===== src/design/uesr_pkg.sv =====
// package for the usb endpoint status register bank: offsets, fields, reset values, carriers
// assumes an axi4-lite master on the register side and a protocol engine giving event pulses
package uesr_pkg;
    localparam int          NUM_EP       = 7;           // endpoints one to seven
    localparam logic [7:0]  EP_STRIDE    = 8'h10;       // bytes per endpoint block
    localparam logic [7:0]  OFF_CFG      = 8'h00;       // endpoint_config_state
    localparam logic [7:0]  OFF_SIZE     = 8'h04;       // endpoint_byte_count
    localparam logic [7:0]  OFF_DATA     = 8'h08;       // endpoint_data_port
    localparam logic [7:0]  OFF_ISTS     = 8'h80;       // interrupt status, one bit per ep
    localparam logic [7:0]  OFF_IMSK     = 8'h84;       // interrupt mask
    localparam int          B_PKT_MODE   = 15;
    localparam int          B_BUS_SEL    = 14;
    localparam int          B_TOG_LO     = 12;
    localparam int          B_STATE_LO   = 9;
    localparam int          B_BLOCKED    = 8;
    localparam int          B_DIR        = 7;
    localparam int          B_TTYPE_LO   = 2;
    localparam int          B_ISO_LO     = 0;
    localparam logic [2:0]  ST_READY     = 3'h0;
    localparam logic [2:0]  ST_ERROR     = 3'h2;
    localparam logic [2:0]  ST_STALL     = 3'h3;
    localparam logic [2:0]  ST_INVALID   = 3'h7;
    localparam logic [1:0]  ISO_RSVD     = 2'h3;
    localparam logic [1:0]  RESP_OKAY    = 2'h0;
    localparam logic [1:0]  RESP_SLVERR  = 2'h2;

    // writable configuration of one endpoint
    typedef struct packed {
        logic       pkt_mode;   // 1 dual buffering
        logic       bus_sel;    // 1 direct path
        logic       dir;        // 1 in
        logic [1:0] t_type;     // transfer kind
        logic [1:0] iso_per_frame_count;
    } uesr_cfg_t;

    // status reported by the protocol engine for one endpoint
    typedef struct packed {
        logic [1:0]  toggle;    // current data toggle
        logic        blocked;   // transfers not allowed
        logic [10:0] size;      // bytes of first packet
    } uesr_eng_t;

    // event pulses from engine and command register for one endpoint
    typedef struct packed {
        logic restore;          // endpoint_restore_cmd
        logic halt;             // endpoint_halt_cmd
        logic invalidate;       // endpoint made invalid
        logic rx_err;           // received data packet error
        logic tx_tmo;           // timeout after transmit
    } uesr_evt_t;
endpackage


===== src/design/uesr_regs.sv =====
// register bank for endpoints one to seven of a usb device controller, axi4-lite slave
// assumes engine status and event pulses are synchronous to aclk
//
// Design decisions made here: the register offsets and the AXI4-Lite interface to the registers.
module uesr_regs (
    input  wire logic                               aclk,
    input  wire logic                               aresetn,
    // axi4-lite slave
    input  wire logic [7:0]                         s_awaddr,
    input  wire logic                               s_awvalid,
    output logic                                    s_awready,
    input  wire logic [31:0]                        s_wdata,
    input  wire logic [3:0]                         s_wstrb,
    input  wire logic                               s_wvalid,
    output logic                                    s_wready,
    output logic [1:0]                              s_bresp,
    output logic                                    s_bvalid,
    input  wire logic                               s_bready,
    input  wire logic [7:0]                         s_araddr,
    input  wire logic                               s_arvalid,
    output logic                                    s_arready,
    output logic [31:0]                             s_rdata,
    output logic [1:0]                              s_rresp,
    output logic                                    s_rvalid,
    input  wire logic                               s_rready,
    // engine side, one entry per endpoint except the shared fifo_wr_data and irq
    input  wire uesr_pkg::uesr_eng_t [6:0]          eng_status,
    input  wire uesr_pkg::uesr_evt_t [6:0]          eng_event,
    input  wire logic [6:0][15:0]                   fifo_rd_data,
    output uesr_pkg::uesr_cfg_t [6:0]               ep_cfg,
    output logic [6:0][2:0]                         ep_state,
    output logic [6:0]                              fifo_wr,
    output logic [6:0]                              fifo_rd,
    output logic [15:0]                             fifo_wr_data,
    output logic                                    irq
);
    // bus holding registers
    logic [7:0]  awaddr_q;              // captured write address
    logic        aw_have_q;             // address taken, waiting data
    logic [31:0] wdata_q;               // captured write data
    logic [3:0]  wstrb_q;
    logic        w_have_q;              // data taken, waiting address
    logic        bvalid_q;
    logic [1:0]  bresp_q;
    logic        rvalid_q;
    logic [31:0] rdata_q;
    logic [1:0]  rresp_q;
    // register state
    uesr_pkg::uesr_cfg_t [6:0] cfg_q;   // per-endpoint config
    logic [6:0][2:0]           state_q; // per-endpoint state
    logic [6:0]                ists_q;  // sticky error events
    logic [6:0]                imsk_q;  // interrupt mask, a one hides that status bit
    logic                      irq_q;
    logic [6:0]                fwr_q;   // one-cycle data port write strobes
    logic [6:0]                frd_q;   // one-cycle data port read strobes
    logic [15:0]               fwd_q;

    // write fires once both halves are present
    logic        wr_go;
    logic [7:0]  wa;
    logic [31:0] wd;
    logic        wr_hit_ep;
    logic [2:0]  wr_ep;                 // zero-based endpoint index
    logic [7:0]  wr_off;
    logic        rd_go;
    logic [2:0]  rd_ep;                 // zero-based endpoint index of the read address

    assign wr_go  = aw_have_q && w_have_q && !bvalid_q;
    assign wa     = awaddr_q;
    assign wd     = wdata_q;
    assign wr_ep  = 3'(wa[7:4]);
    assign wr_off = {4'h0, wa[3:0]};
    // endpoint blocks at 0x00..0x6c, one stride per endpoint
    assign wr_hit_ep = (wa[7:4] < 4'(uesr_pkg::NUM_EP)) && (wa[1:0] == 2'h0);
    assign rd_go  = s_arvalid && s_arready;
    assign rd_ep  = 3'(s_araddr[7:4]);

    // address and data may arrive in either order; each held until the write fires
    always_ff @(posedge aclk) begin
        if (!aresetn) begin
            aw_have_q <= 1'b0;
            w_have_q  <= 1'b0;
            awaddr_q  <= 8'h00;
            wdata_q   <= 32'h0000_0000;
            wstrb_q   <= 4'h0;
        end else begin
            if (s_awvalid && s_awready) begin
                aw_have_q <= 1'b1;
                awaddr_q  <= s_awaddr;
            end else if (wr_go) begin
                aw_have_q <= 1'b0;
            end
            if (s_wvalid && s_wready) begin
                w_have_q <= 1'b1;
                wdata_q  <= s_wdata;
                wstrb_q  <= s_wstrb;
            end else if (wr_go) begin
                w_have_q <= 1'b0;
            end
        end
    end

    // ready only while the slot is empty, so one write at a time
    assign s_awready = !aw_have_q && !bvalid_q;
    assign s_wready  = !w_have_q && !bvalid_q;

    // write response, slverr for unmapped addresses
    always_ff @(posedge aclk) begin
        if (!aresetn) begin
            bvalid_q <= 1'b0;
            bresp_q  <= uesr_pkg::RESP_OKAY;
        end else if (wr_go) begin
            bvalid_q <= 1'b1;
            bresp_q  <= (wr_hit_ep && wr_off != {4'h0, 4'hc}) ||
                        wa == uesr_pkg::OFF_ISTS || wa == uesr_pkg::OFF_IMSK
                        ? uesr_pkg::RESP_OKAY : uesr_pkg::RESP_SLVERR;
        end else if (s_bready) begin
            bvalid_q <= 1'b0;
        end
    end

    // configuration fields; hardware enforces the fixed direction per endpoint
    always_ff @(posedge aclk) begin
        if (!aresetn) begin
            for (int i = 0; i < uesr_pkg::NUM_EP; i++) begin
                // endpoint i+1: odd number (even index) is in
                cfg_q[i] <= '{pkt_mode: 1'b0, bus_sel: 1'b0, dir: ~i[0],
                              t_type: 2'h0, iso_per_frame_count: 2'h0};
            end
        end else if (wr_go && wr_hit_ep && wr_off == uesr_pkg::OFF_CFG) begin
            if (wstrb_q[1]) begin
                cfg_q[wr_ep].pkt_mode <= wd[uesr_pkg::B_PKT_MODE];
                cfg_q[wr_ep].bus_sel  <= wd[uesr_pkg::B_BUS_SEL];
            end
            if (wstrb_q[0]) begin
                cfg_q[wr_ep].t_type <= wd[uesr_pkg::B_TTYPE_LO +: 2];
                // reserved code 11 is refused, the old count stays
                if (wd[uesr_pkg::B_ISO_LO +: 2] != uesr_pkg::ISO_RSVD) begin
                    cfg_q[wr_ep].iso_per_frame_count <= wd[uesr_pkg::B_ISO_LO +: 2];
                end
                // direction is fixed by endpoint parity, any other value is dropped
                cfg_q[wr_ep].dir <= ~wr_ep[0];
            end
        end
    end

    // endpoint state machine driven by commands and engine events
    always_ff @(posedge aclk) begin
        if (!aresetn) begin
            for (int i = 0; i < uesr_pkg::NUM_EP; i++) begin
                state_q[i] <= uesr_pkg::ST_READY;
            end
        end else begin
            for (int i = 0; i < uesr_pkg::NUM_EP; i++) begin
                // restore has the last word over all other sources
                if (eng_event[i].restore) begin
                    state_q[i] <= uesr_pkg::ST_READY;
                end else if (eng_event[i].invalidate) begin
                    state_q[i] <= uesr_pkg::ST_INVALID;
                end else if (eng_event[i].halt) begin
                    state_q[i] <= uesr_pkg::ST_STALL;
                end else if ((eng_event[i].rx_err || eng_event[i].tx_tmo) &&
                             state_q[i] != uesr_pkg::ST_STALL &&
                             state_q[i] != uesr_pkg::ST_INVALID) begin
                    state_q[i] <= uesr_pkg::ST_ERROR;
                end
            end
        end
    end

    // sticky interrupt status; a new event wins over a write-one clear
    always_ff @(posedge aclk) begin
        if (!aresetn) begin
            ists_q <= 7'h00;
            imsk_q <= 7'h00;
            irq_q  <= 1'b0;
        end else begin
            for (int i = 0; i < uesr_pkg::NUM_EP; i++) begin
                if (eng_event[i].rx_err || eng_event[i].tx_tmo) begin
                    ists_q[i] <= 1'b1;
                end else if (wr_go && wa == uesr_pkg::OFF_ISTS && wstrb_q[0] && wd[i]) begin
                    ists_q[i] <= 1'b0;
                end
            end
            if (wr_go && wa == uesr_pkg::OFF_IMSK && wstrb_q[0]) begin
                imsk_q <= wd[6:0];
            end
            // level output: any set status bit that the mask leaves visible
            irq_q <= |(ists_q & ~imsk_q);
        end
    end

    // data port strobes, only over the common bus path
    always_ff @(posedge aclk) begin
        if (!aresetn) begin
            fwr_q <= 7'h00;
            frd_q <= 7'h00;
            fwd_q <= 16'h0000;
        end else begin
            fwr_q <= 7'h00;
            frd_q <= 7'h00;
            // direct path owns the fifo, so bus accesses are ignored then
            if (wr_go && wr_hit_ep && wr_off == uesr_pkg::OFF_DATA &&
                !cfg_q[wr_ep].bus_sel) begin
                fwr_q[wr_ep] <= 1'b1;
                fwd_q        <= wd[15:0];
            end
            if (rd_go && s_araddr[7:4] < 4'(uesr_pkg::NUM_EP) &&
                s_araddr[3:0] == uesr_pkg::OFF_DATA[3:0] &&
                !cfg_q[3'(s_araddr[7:4])].bus_sel) begin
                frd_q[3'(s_araddr[7:4])] <= 1'b1;
            end
        end
    end

    // read path: one read at a time, answer one cycle after the address
    assign s_arready = !rvalid_q;
    always_ff @(posedge aclk) begin
        if (!aresetn) begin
            rvalid_q <= 1'b0;
            rdata_q  <= 32'h0000_0000;
            rresp_q  <= uesr_pkg::RESP_OKAY;
        end else if (rd_go) begin
            rvalid_q <= 1'b1;
            rresp_q  <= uesr_pkg::RESP_OKAY;
            rdata_q  <= 32'h0000_0000;
            if (s_araddr[7:4] < 4'(uesr_pkg::NUM_EP) && s_araddr[1:0] == 2'h0) begin
                case (s_araddr[3:0])
                    uesr_pkg::OFF_CFG[3:0]: begin
                        rdata_q[uesr_pkg::B_PKT_MODE]      <= cfg_q[rd_ep].pkt_mode;
                        rdata_q[uesr_pkg::B_BUS_SEL]       <= cfg_q[rd_ep].bus_sel;
                        rdata_q[uesr_pkg::B_TOG_LO +: 2]   <= eng_status[rd_ep].toggle;
                        rdata_q[uesr_pkg::B_STATE_LO +: 3] <= state_q[rd_ep];
                        rdata_q[uesr_pkg::B_BLOCKED]       <= eng_status[rd_ep].blocked;
                        rdata_q[uesr_pkg::B_DIR]           <= cfg_q[rd_ep].dir;
                        rdata_q[uesr_pkg::B_TTYPE_LO +: 2] <= cfg_q[rd_ep].t_type;
                        rdata_q[uesr_pkg::B_ISO_LO +: 2]   <= cfg_q[rd_ep].iso_per_frame_count;
                    end
                    uesr_pkg::OFF_SIZE[3:0]: begin
                        rdata_q[10:0] <= eng_status[rd_ep].size;
                    end
                    uesr_pkg::OFF_DATA[3:0]: begin
                        rdata_q[15:0] <= fifo_rd_data[rd_ep];
                    end
                    default: begin
                        rresp_q <= uesr_pkg::RESP_SLVERR;
                    end
                endcase
            end else if (s_araddr == uesr_pkg::OFF_ISTS) begin
                rdata_q[6:0] <= ists_q;
            end else if (s_araddr == uesr_pkg::OFF_IMSK) begin
                rdata_q[6:0] <= imsk_q;
            end else begin
                rresp_q <= uesr_pkg::RESP_SLVERR;
            end
        end else if (s_rready) begin
            rvalid_q <= 1'b0;
        end
    end

    // outputs straight from flip-flops
    assign s_bvalid     = bvalid_q;
    assign s_bresp      = bresp_q;
    assign s_rvalid     = rvalid_q;
    assign s_rdata      = rdata_q;
    assign s_rresp      = rresp_q;
    assign ep_cfg       = cfg_q;
    assign ep_state     = state_q;
    assign fifo_wr      = fwr_q;
    assign fifo_rd      = frd_q;
    assign fifo_wr_data = fwd_q;
    assign irq          = irq_q;

    // checks
    chk_halt_stall: assert property (@(posedge aclk) disable iff (!aresetn)
        eng_event[2].halt && !eng_event[2].restore && !eng_event[2].invalidate
        |=> state_q[2] == uesr_pkg::ST_STALL) else $error("halt did not stall");
    chk_restore_ready: assert property (@(posedge aclk) disable iff (!aresetn)
        eng_event[2].restore |=> state_q[2] == uesr_pkg::ST_READY)
        else $error("restore did not ready");
    chk_err_set: assert property (@(posedge aclk) disable iff (!aresetn)
        eng_event[2].rx_err && state_q[2] == uesr_pkg::ST_READY &&
        !eng_event[2].restore && !eng_event[2].halt && !eng_event[2].invalidate
        |=> state_q[2] == uesr_pkg::ST_ERROR) else $error("error not set");
    chk_err_blocked: assert property (@(posedge aclk) disable iff (!aresetn)
        state_q[2] == uesr_pkg::ST_STALL && !eng_event[2].restore && !eng_event[2].invalidate
        |=> state_q[2] == uesr_pkg::ST_STALL) else $error("stall left without command");
    chk_dir_fixed: assert property (@(posedge aclk) disable iff (!aresetn)
        cfg_q[0].dir && !cfg_q[1].dir) else $error("direction not fixed");
    chk_iso_rsvd: assert property (@(posedge aclk) disable iff (!aresetn)
        cfg_q[1].iso_per_frame_count != uesr_pkg::ISO_RSVD) else $error("reserved iso");
    chk_data_upper: assert property (@(posedge aclk) disable iff (!aresetn)
        rd_go && s_araddr == uesr_pkg::OFF_DATA |=> rdata_q[31:16] == 16'h0000)
        else $error("data upper half not zero");
    chk_bus_path: assert property (@(posedge aclk) disable iff (!aresetn)
        fwr_q[1] |-> $past(cfg_q[1].bus_sel) == 1'b0) else $error("write on direct path");
    chk_irq_level: assert property (@(posedge aclk) disable iff (!aresetn)
        |(ists_q & ~imsk_q) |=> irq_q) else $error("irq missing");
    cov_stall: cover property (@(posedge aclk) state_q[2] == uesr_pkg::ST_STALL);
    cov_error: cover property (@(posedge aclk) state_q[2] == uesr_pkg::ST_ERROR);
    cov_fifo_wr: cover property (@(posedge aclk) |fwr_q);
    cov_irq: cover property (@(posedge aclk) irq_q);
endmodule


===== config.mk =====
export PLATFORM = sky130hd
export DESIGN_NAME = uesr_regs
export DESIGN_NICKNAME = d
export VERILOG_FILES = /design/src/design/uesr_pkg.sv /design/src/design/uesr_regs.sv
export SDC_FILE = /design/constraint.sdc
export NUM_CORES = 1
export LEC_CHECK = 0
export ABC_CLOCK_PERIOD_IN_PS = 3300
export BUFFER_PORTS_ARGS = -buffer_cell sky130_fd_sc_hd__buf_2
export CAP_MARGIN = 20
export CORE_AREA = 10 10 167 169
export CTS_BUF_LIST = sky130_fd_sc_hd__clkbuf_4 sky130_fd_sc_hd__clkbuf_8 sky130_fd_sc_hd__clkbuf_16
export DETAILED_ROUTE_END_ITERATION = 10
export DIE_AREA = 0 0 177 179
export MAX_ROUTING_LAYER = met4
export PLACE_DENSITY_LB_ADDON = 0.05
export SKIP_LAST_GASP = 1
export SLEW_MARGIN = 20
export SYNTH_ARGS = -nofsm -noshare
export SYNTH_HDL_FRONTEND = slang
export SYNTH_SLANG_ARGS = --single-unit

===== constraint.sdc =====
create_clock -name aclk -period 3.3 [get_ports aclk]
set_clock_uncertainty 0.15 [all_clocks]
set_input_delay 0.33 -clock aclk [delete_from_list [all_inputs] [get_ports aclk]]
set_output_delay 0.33 -clock aclk [all_outputs]
set_load 0.01 [all_outputs]

Word level (Yosys, flattened, before mapping):

Index checks and enable logic that the tools add are counted.

* equality and inequality tests: 23
* bitwise logic cells: 4
* multiplexer cells: 92
* reductions and logical operators: 92
* magnitude comparators: 6

Operators by type and width (count)
* 49-bit two-way mux: 8
* 49-bit bitwise mux: 5
* 7-bit demux with 3-bit select: 5
* 3-bit two-way mux: 22
* 16-bit binary-select mux with 3-bit select: 1
* 1-bit logical AND: 44
* 14-bit binary-select mux with 3-bit select: 1
* 7-bit binary-select mux with 3-bit select: 2
* 7-bit two-way mux: 5
* 8-bit == test (second input constant): 4
* 4-bit one-hot mux with 3 select lines: 2
* 1-bit two-way mux: 23
* 2-bit nonzero test: 11
* 3-bit by 2-bit != test with 1-bit output (second input constant): 7
* 3-bit != test (second input constant): 7
* 3-bit nonzero test: 7
* 16-bit two-way mux: 1
* 14-bit two-way mux: 1
* 2-bit OR reduction: 7
* 2-bit two-way mux: 6
* 6-bit two-way mux: 2
* 5-bit one-hot mux with 2 select lines: 1
* 3-bit binary-select mux with 3-bit select: 1
* 1-bit logical OR: 9
* other kinds (22): 35

* flip-flop bits (word level): 165
* input bits: 304
* word-level logic and storage cells: 281
* output and inout bits: 142

Longest topological paths before layout:

* depth in word-level cells: 17
* depth in mapped cells: 8
* depth with buffers taken out: 5

Worst setup path before layout:

Ideal clock, no wire load.

* kind: flip-flop to flip-flop
* start: reg awaddr_q[5]
* end: reg fwd_q[0] (netlist: fifo_wr_data[0])
* path slack: 0.874 ns
* cell stages (with the launch flop): 7
* path buffers: 1
* setup time: 0.128 ns
* data required time: 3.022 ns
* arrival: 2.148 ns
* period minus slack after synthesis: 2.426 ns
* path through: dfxtp_1 mux2_1 mux4_2 nor4_4 buf_6 mux2i_1 nor2_1

* cells in the longest elaborated chain, start to end: 5
* elaborated cells between the ends (all ways): 8
* those cells by class: order compare: 1; mux: 2; reduce/logical: 5

RTL lines
* start: declaration: line uesr_regs.sv:38 `logic [7:0] awaddr_q;`
* start signal: assignment: line uesr_regs.sv:89 `awaddr_q <= s_awaddr;`
* 4-bit by 3-bit less-than comparator with 1-bit output: line uesr_regs.sv:74 `assign wr_hit_ep = (wa[7:4] < 4'(uesr_pkg::NUM_EP)) && (wa[1:0] == 2'h0);`
* 1-bit logical AND: line uesr_regs.sv:74
* 1-bit logical AND (2 in series): line uesr_regs.sv:203 `if (wr_go && wr_hit_ep && wr_off == uesr_pkg::OFF_DATA &&`
* 1-bit logical AND *: line uesr_regs.sv:203
* end signal: assignment: line uesr_regs.sv:206 `fwd_q <= wd[15:0];`
* end: declaration: line uesr_regs.sv:56 `logic [15:0] fwd_q;`

Every way passes the cells marked *; elsewhere a longest branch is shown, timed or not. The select of a mux whose other input is x is not followed.
A chain may end at the register's enable or synchronous reset.

Final worst setup path:

* start: reg awaddr_q[5]
* end: reg fwd_q[4] (netlist: fifo_wr_data[4])

The elaborated chain is that of the path after synthesis.

==> summary by stage <==
Critical path
At the worst endpoint, the arrival time is 2.88 ns. The critical path capture point type is a register. The worst-path maximum fanout is 16. Setup slack on the worst reg-to-reg path comes out at 0.55 ns. The critical path start-end classification is register to register.

STA puts the critical path data required time at 3.43 ns. The startpoint type of the worst setup path is a register.

Floorplan
In this run the standard cell core region covers 24700 um2. The die height is 179 um. The die covers 31700 um2. The floorplan has 58 rows. The count of boundary I/O pins is 446. The die extent in x is 177 um. The initial core utilization is 0.353.

STA
For the pin with the worst max-slew slack, the measured transition is 0.910 ns. The final critical path time including I/O delays and setup is roughly 2.7 ns. The setup total negative slack is 0 ns. The final-report hold violation count was 0. In this run the tightest slew margin relative to its limit is 0.391.

The ratio of final minimum period to clock period is 0.833. The total count of max-transition violations in the final report is 0. Setup slack closes at 0.552 ns. The highest achievable clock rate is around 360 MHz. Setup repair after global routing left no endpoint under its margin. The total of endpoints with negative setup slack in the final report is 0.

Clock tree
For this design, the sink count on the clock tree is between 150 and 200. The count of instances resized after the clock tree is built is 0. The number of setup buffers added after CTS is 0. The clock input transition at the sequential cells of the worst setup and hold paths is approximately 0.070 ns. The maximum level of the CTS H-tree is 4. The TritonCTS clock tree is done. The maximum buffer depth of the clock tree is 2. The number of clock buffers added by TritonCTS is 17.

Clock latency on the worst-skew pair, taken at its later pin, is ~0.43 ns. The root buffer cell chosen for the clock tree is sky130_fd_sc_hd__clkbuf_16.

Global routing
The overall routing resource usage is 0.251. The first-pass GRT wire length is 58600 um. The initial antenna violation count is 0. The remaining global-route overflow is 0. The pin count of the biggest net entering global routing is 72.

The via count of the first global-routing pass came to ~9000.

Logic synthesis
The count of yosys warnings during synthesis is 0. In this run, synthesis produced a sequential element count of 163. Counting flops with an async set or reset pin after synthesis yields a share of 0. Synthesis produced between 900 and 1000 cells. The summed instance area of the synthesized netlist is between 8000 and 9000 um2. The share of the Yosys chip area taken by registers is 0.374. The number of enable-type register cells in the synthesized netlist is 0. Yosys mapped the design onto 62 distinct sky130hd cell types. The most frequently used flop master after synthesis is sky130_fd_sc_hd__dfxtp_1. In this run the mean area of a mapped cell was approximately 8.8 um2.

Power
The total power per unit cell area is around 420 nW/um2. The total leakage power is 0.00552 uW. The worst-case vdd ir drop is roughly 0.30 mV.

Layout
The net count of the finished layout is 1705. From synthesis to final layout, the design area changed by 36.6%. Of the cells placed in the final design, the portion with a size suffix greater than 1 is 0.379.

The fill cell total of the finished layout is roughly 2500. In the layout the commonest cells are sky130_fd_sc_hd__buf_2, sky130_fd_sc_hd__dfxtp_1, sky130_fd_sc_hd__nor2_1, sky130_fd_sc_hd__nand2_1, sky130_fd_sc_hd__mux2i_1. Leaving out fill and tap cells, the most frequent cell in the layout is sky130_fd_sc_hd__buf_2. The number of antenna repair diodes is 0.

Drt
After detailed routing, the number of vias per cell comes to roughly 5.3. The overall via count from detail_route is 9167. In the routed design, unresolved DRC markers number 0. The average wire length per cell after detail routing is ~24 um. The first detailed-routing pass ran for 7 iterations. The number of DRC markers after the initial detailed-route iteration is 628. For this block, the routed nets add up to between 40000 and 50000 um of wire. The remaining antenna violation count after routing is 0.

Outcome
The flow ran to the end, and the final reports show no timing, DRC or antenna violations.

Place
The number of buffers inserted by port buffering is 409. The placement-stage worst setup slack is around 0.61 ns. The congestion estimate from routability-driven global placement came to 0.916. The half-perimeter wire length of the detailed placement result is roughly 33000 um.

Min path
The type of the tightest min-delay check is primary input to register.

Flow run
Max-cap violations in this run came to 0.
[path summary, 6_finish.rpt]
path	from	endpoint	cells past startpoint
hold reg to reg	s_rdata[14]	s_rdata[14]	2
hold / removal	s_awaddr[7]	awaddr_q[7]	3
setup reg to reg	awaddr_q[5]	fifo_wr_data[4]	6
setup / recovery	awaddr_q[5]	fifo_wr_data[4]	6
[area by class of cell]
class                           count  area [um2]  area share
Multi-Input combinational cell    744        5060       0.425
Sequential cell                   163        3260       0.274
Clock inverter                     13         166      0.0140
Clock buffer                       18         439      0.0368
Inverter                           14        53.8     0.00451
Tap cell                          330         413      0.0346
Timing Repair Buffer              461        2520       0.211
[where the power goes]
group / internal [uW] / switching [uW] / leakage, uW / total, uW
Clock: 1160 / 899 / 0.000296 / 2060
Combinational: 366 / 435 / 0.00390 / 801
Sequential: 2020 / 65.6 / 0.00133 / 2090
Total: 3550 / 1400 / 0.00552 / 4950
[state kept, by name, indices dropped and copies added (netlist names), 8 cells and up]
register      count
fifo_wr_data     16
ep_state         21
awaddr_q          8
s_rdata          16
wd               16
ep_cfg           49
[kinds of logic (layout without fill, tap and decap cells)]
kind of cell	after synthesis	after routing	share of synthesized area
AND/OR/NAND/NOR	353	353	0.191
AO/OA/AOI/OAI	231	231	0.174
other	1	18	0.000430
multiplexers	142	142	0.206
buffers and inverters	101	506	0.0543
flip-flops	163	163	0.374
[critical path: stages, from the launching register on]
cell and delay [ns]:
sky130_fd_sc_hd__dfxtp_1 0.58, sky130_fd_sc_hd__mux2_1 0.36, sky130_fd_sc_hd__mux4_2 0.52, sky130_fd_sc_hd__nor4_4 0.35, sky130_fd_sc_hd__buf_4 0.35, sky130_fd_sc_hd__mux2i_1 0.22, sky130_fd_sc_hd__nor2_1 0.05
[cell usage after synthesis, types with 2 or more instances]
| master | number | area [um2] |
|---|---|---|
| sky130_fd_sc_hd__inv_1 | 13 | 48.8 |
| sky130_fd_sc_hd__and4_1 | 4 | 35.0 |
| sky130_fd_sc_hd__a221oi_1 | 8 | 70.1 |
| sky130_fd_sc_hd__o211ai_1 | 10 | 75.1 |
| sky130_fd_sc_hd__nor2b_1 | 9 | 56.3 |
| sky130_fd_sc_hd__nand4_1 | 2 | 12.5 |
| sky130_fd_sc_hd__o22ai_1 | 9 | 56.3 |
| sky130_fd_sc_hd__o21ai_0 | 32 | 160 |
| sky130_fd_sc_hd__o221a_2 | 7 | 78.8 |
| sky130_fd_sc_hd__and2b_1 | 2 | 15.0 |
| sky130_fd_sc_hd__nor4_1 | 2 | 12.5 |
| sky130_fd_sc_hd__nor3b_1 | 13 | 97.6 |
| sky130_fd_sc_hd__a221o_1 | 6 | 60.1 |
| sky130_fd_sc_hd__nor2_1 | 130 | 488 |
| sky130_fd_sc_hd__a31oi_1 | 3 | 18.8 |
| sky130_fd_sc_hd__nor3_1 | 20 | 100 |
| sky130_fd_sc_hd__dfxtp_1 | 163 | 3260 |
| sky130_fd_sc_hd__a22oi_1 | 15 | 113 |
| sky130_fd_sc_hd__or2_2 | 2 | 12.5 |
| sky130_fd_sc_hd__o2bb2ai_1 | 8 | 70.1 |
| sky130_fd_sc_hd__o221ai_1 | 4 | 35.0 |
| sky130_fd_sc_hd__a311oi_1 | 2 | 17.5 |
| sky130_fd_sc_hd__nand2b_1 | 13 | 81.3 |
| sky130_fd_sc_hd__and2_1 | 6 | 37.5 |
| sky130_fd_sc_hd__or3_1 | 2 | 12.5 |
| sky130_fd_sc_hd__a21oi_1 | 89 | 445 |
| sky130_fd_sc_hd__and3_1 | 14 | 87.6 |
| sky130_fd_sc_hd__nand2_1 | 103 | 387 |
| sky130_fd_sc_hd__mux4_2 | 28 | 631 |
| sky130_fd_sc_hd__and3b_1 | 2 | 17.5 |
| sky130_fd_sc_hd__mux2_2 | 23 | 259 |
| sky130_fd_sc_hd__buf_4 | 18 | 135 |
| sky130_fd_sc_hd__a211oi_1 | 14 | 105 |
| sky130_fd_sc_hd__o31a_1 | 5 | 43.8 |
| sky130_fd_sc_hd__nand3_1 | 14 | 70.1 |
| sky130_fd_sc_hd__buf_2 | 16 | 80.1 |
| sky130_fd_sc_hd__mux2i_1 | 90 | 901 |
| sky130_fd_sc_hd__nand3b_1 | 7 | 52.6 |
| sky130_fd_sc_hd__buf_1 | 16 | 60.1 |
| sky130_fd_sc_hd__clkbuf_1 | 36 | 135 |
| sky130_fd_sc_hd__a41oi_1 | 7 | 61.3 |
| sky130_fd_sc_hd__a2bb2oi_1 | 4 | 35.0 |
[stage by stage]
step / power (uW) / hold WS (ns) / utilization / cell area (um2) / std cells
after floorplan: 2540 / 0.279 / - / 8790 / 1008
after global placement: 2900 / 0.278 / 0.447 / 11100 / 1687
after detailed placement: 2910 / 0.283 / 0.447 / 11100 / 1687
after CTS: 4990 / 0.000570 / 0.482 / 11900 / 1743
after global routing: 5140 / 0.00648 / 0.482 / 11900 / 1743
final: 4950 / 0.0102 / 0.482 / 11900 / 1743
[what timing repair did]
action | CTS | global route
hold buffers | 25 | 0
hold endpoints to repair | 25 | 0
endpoints found under the setup margin | 0 | 0
[routing by layer]
metal,vias to the layer above,share of wire,track usage,wire length (um)
li1,4404,-,-,-
met1,4373,0.43,0.323,17800
met2,367,0.49,0.401,20000
met3,23,0.073,0.0573,3010
met4,0,0.0098,0.0452,403
met5,-,0,-,0
No activity file was read; power rests on OpenSTA's default activity.
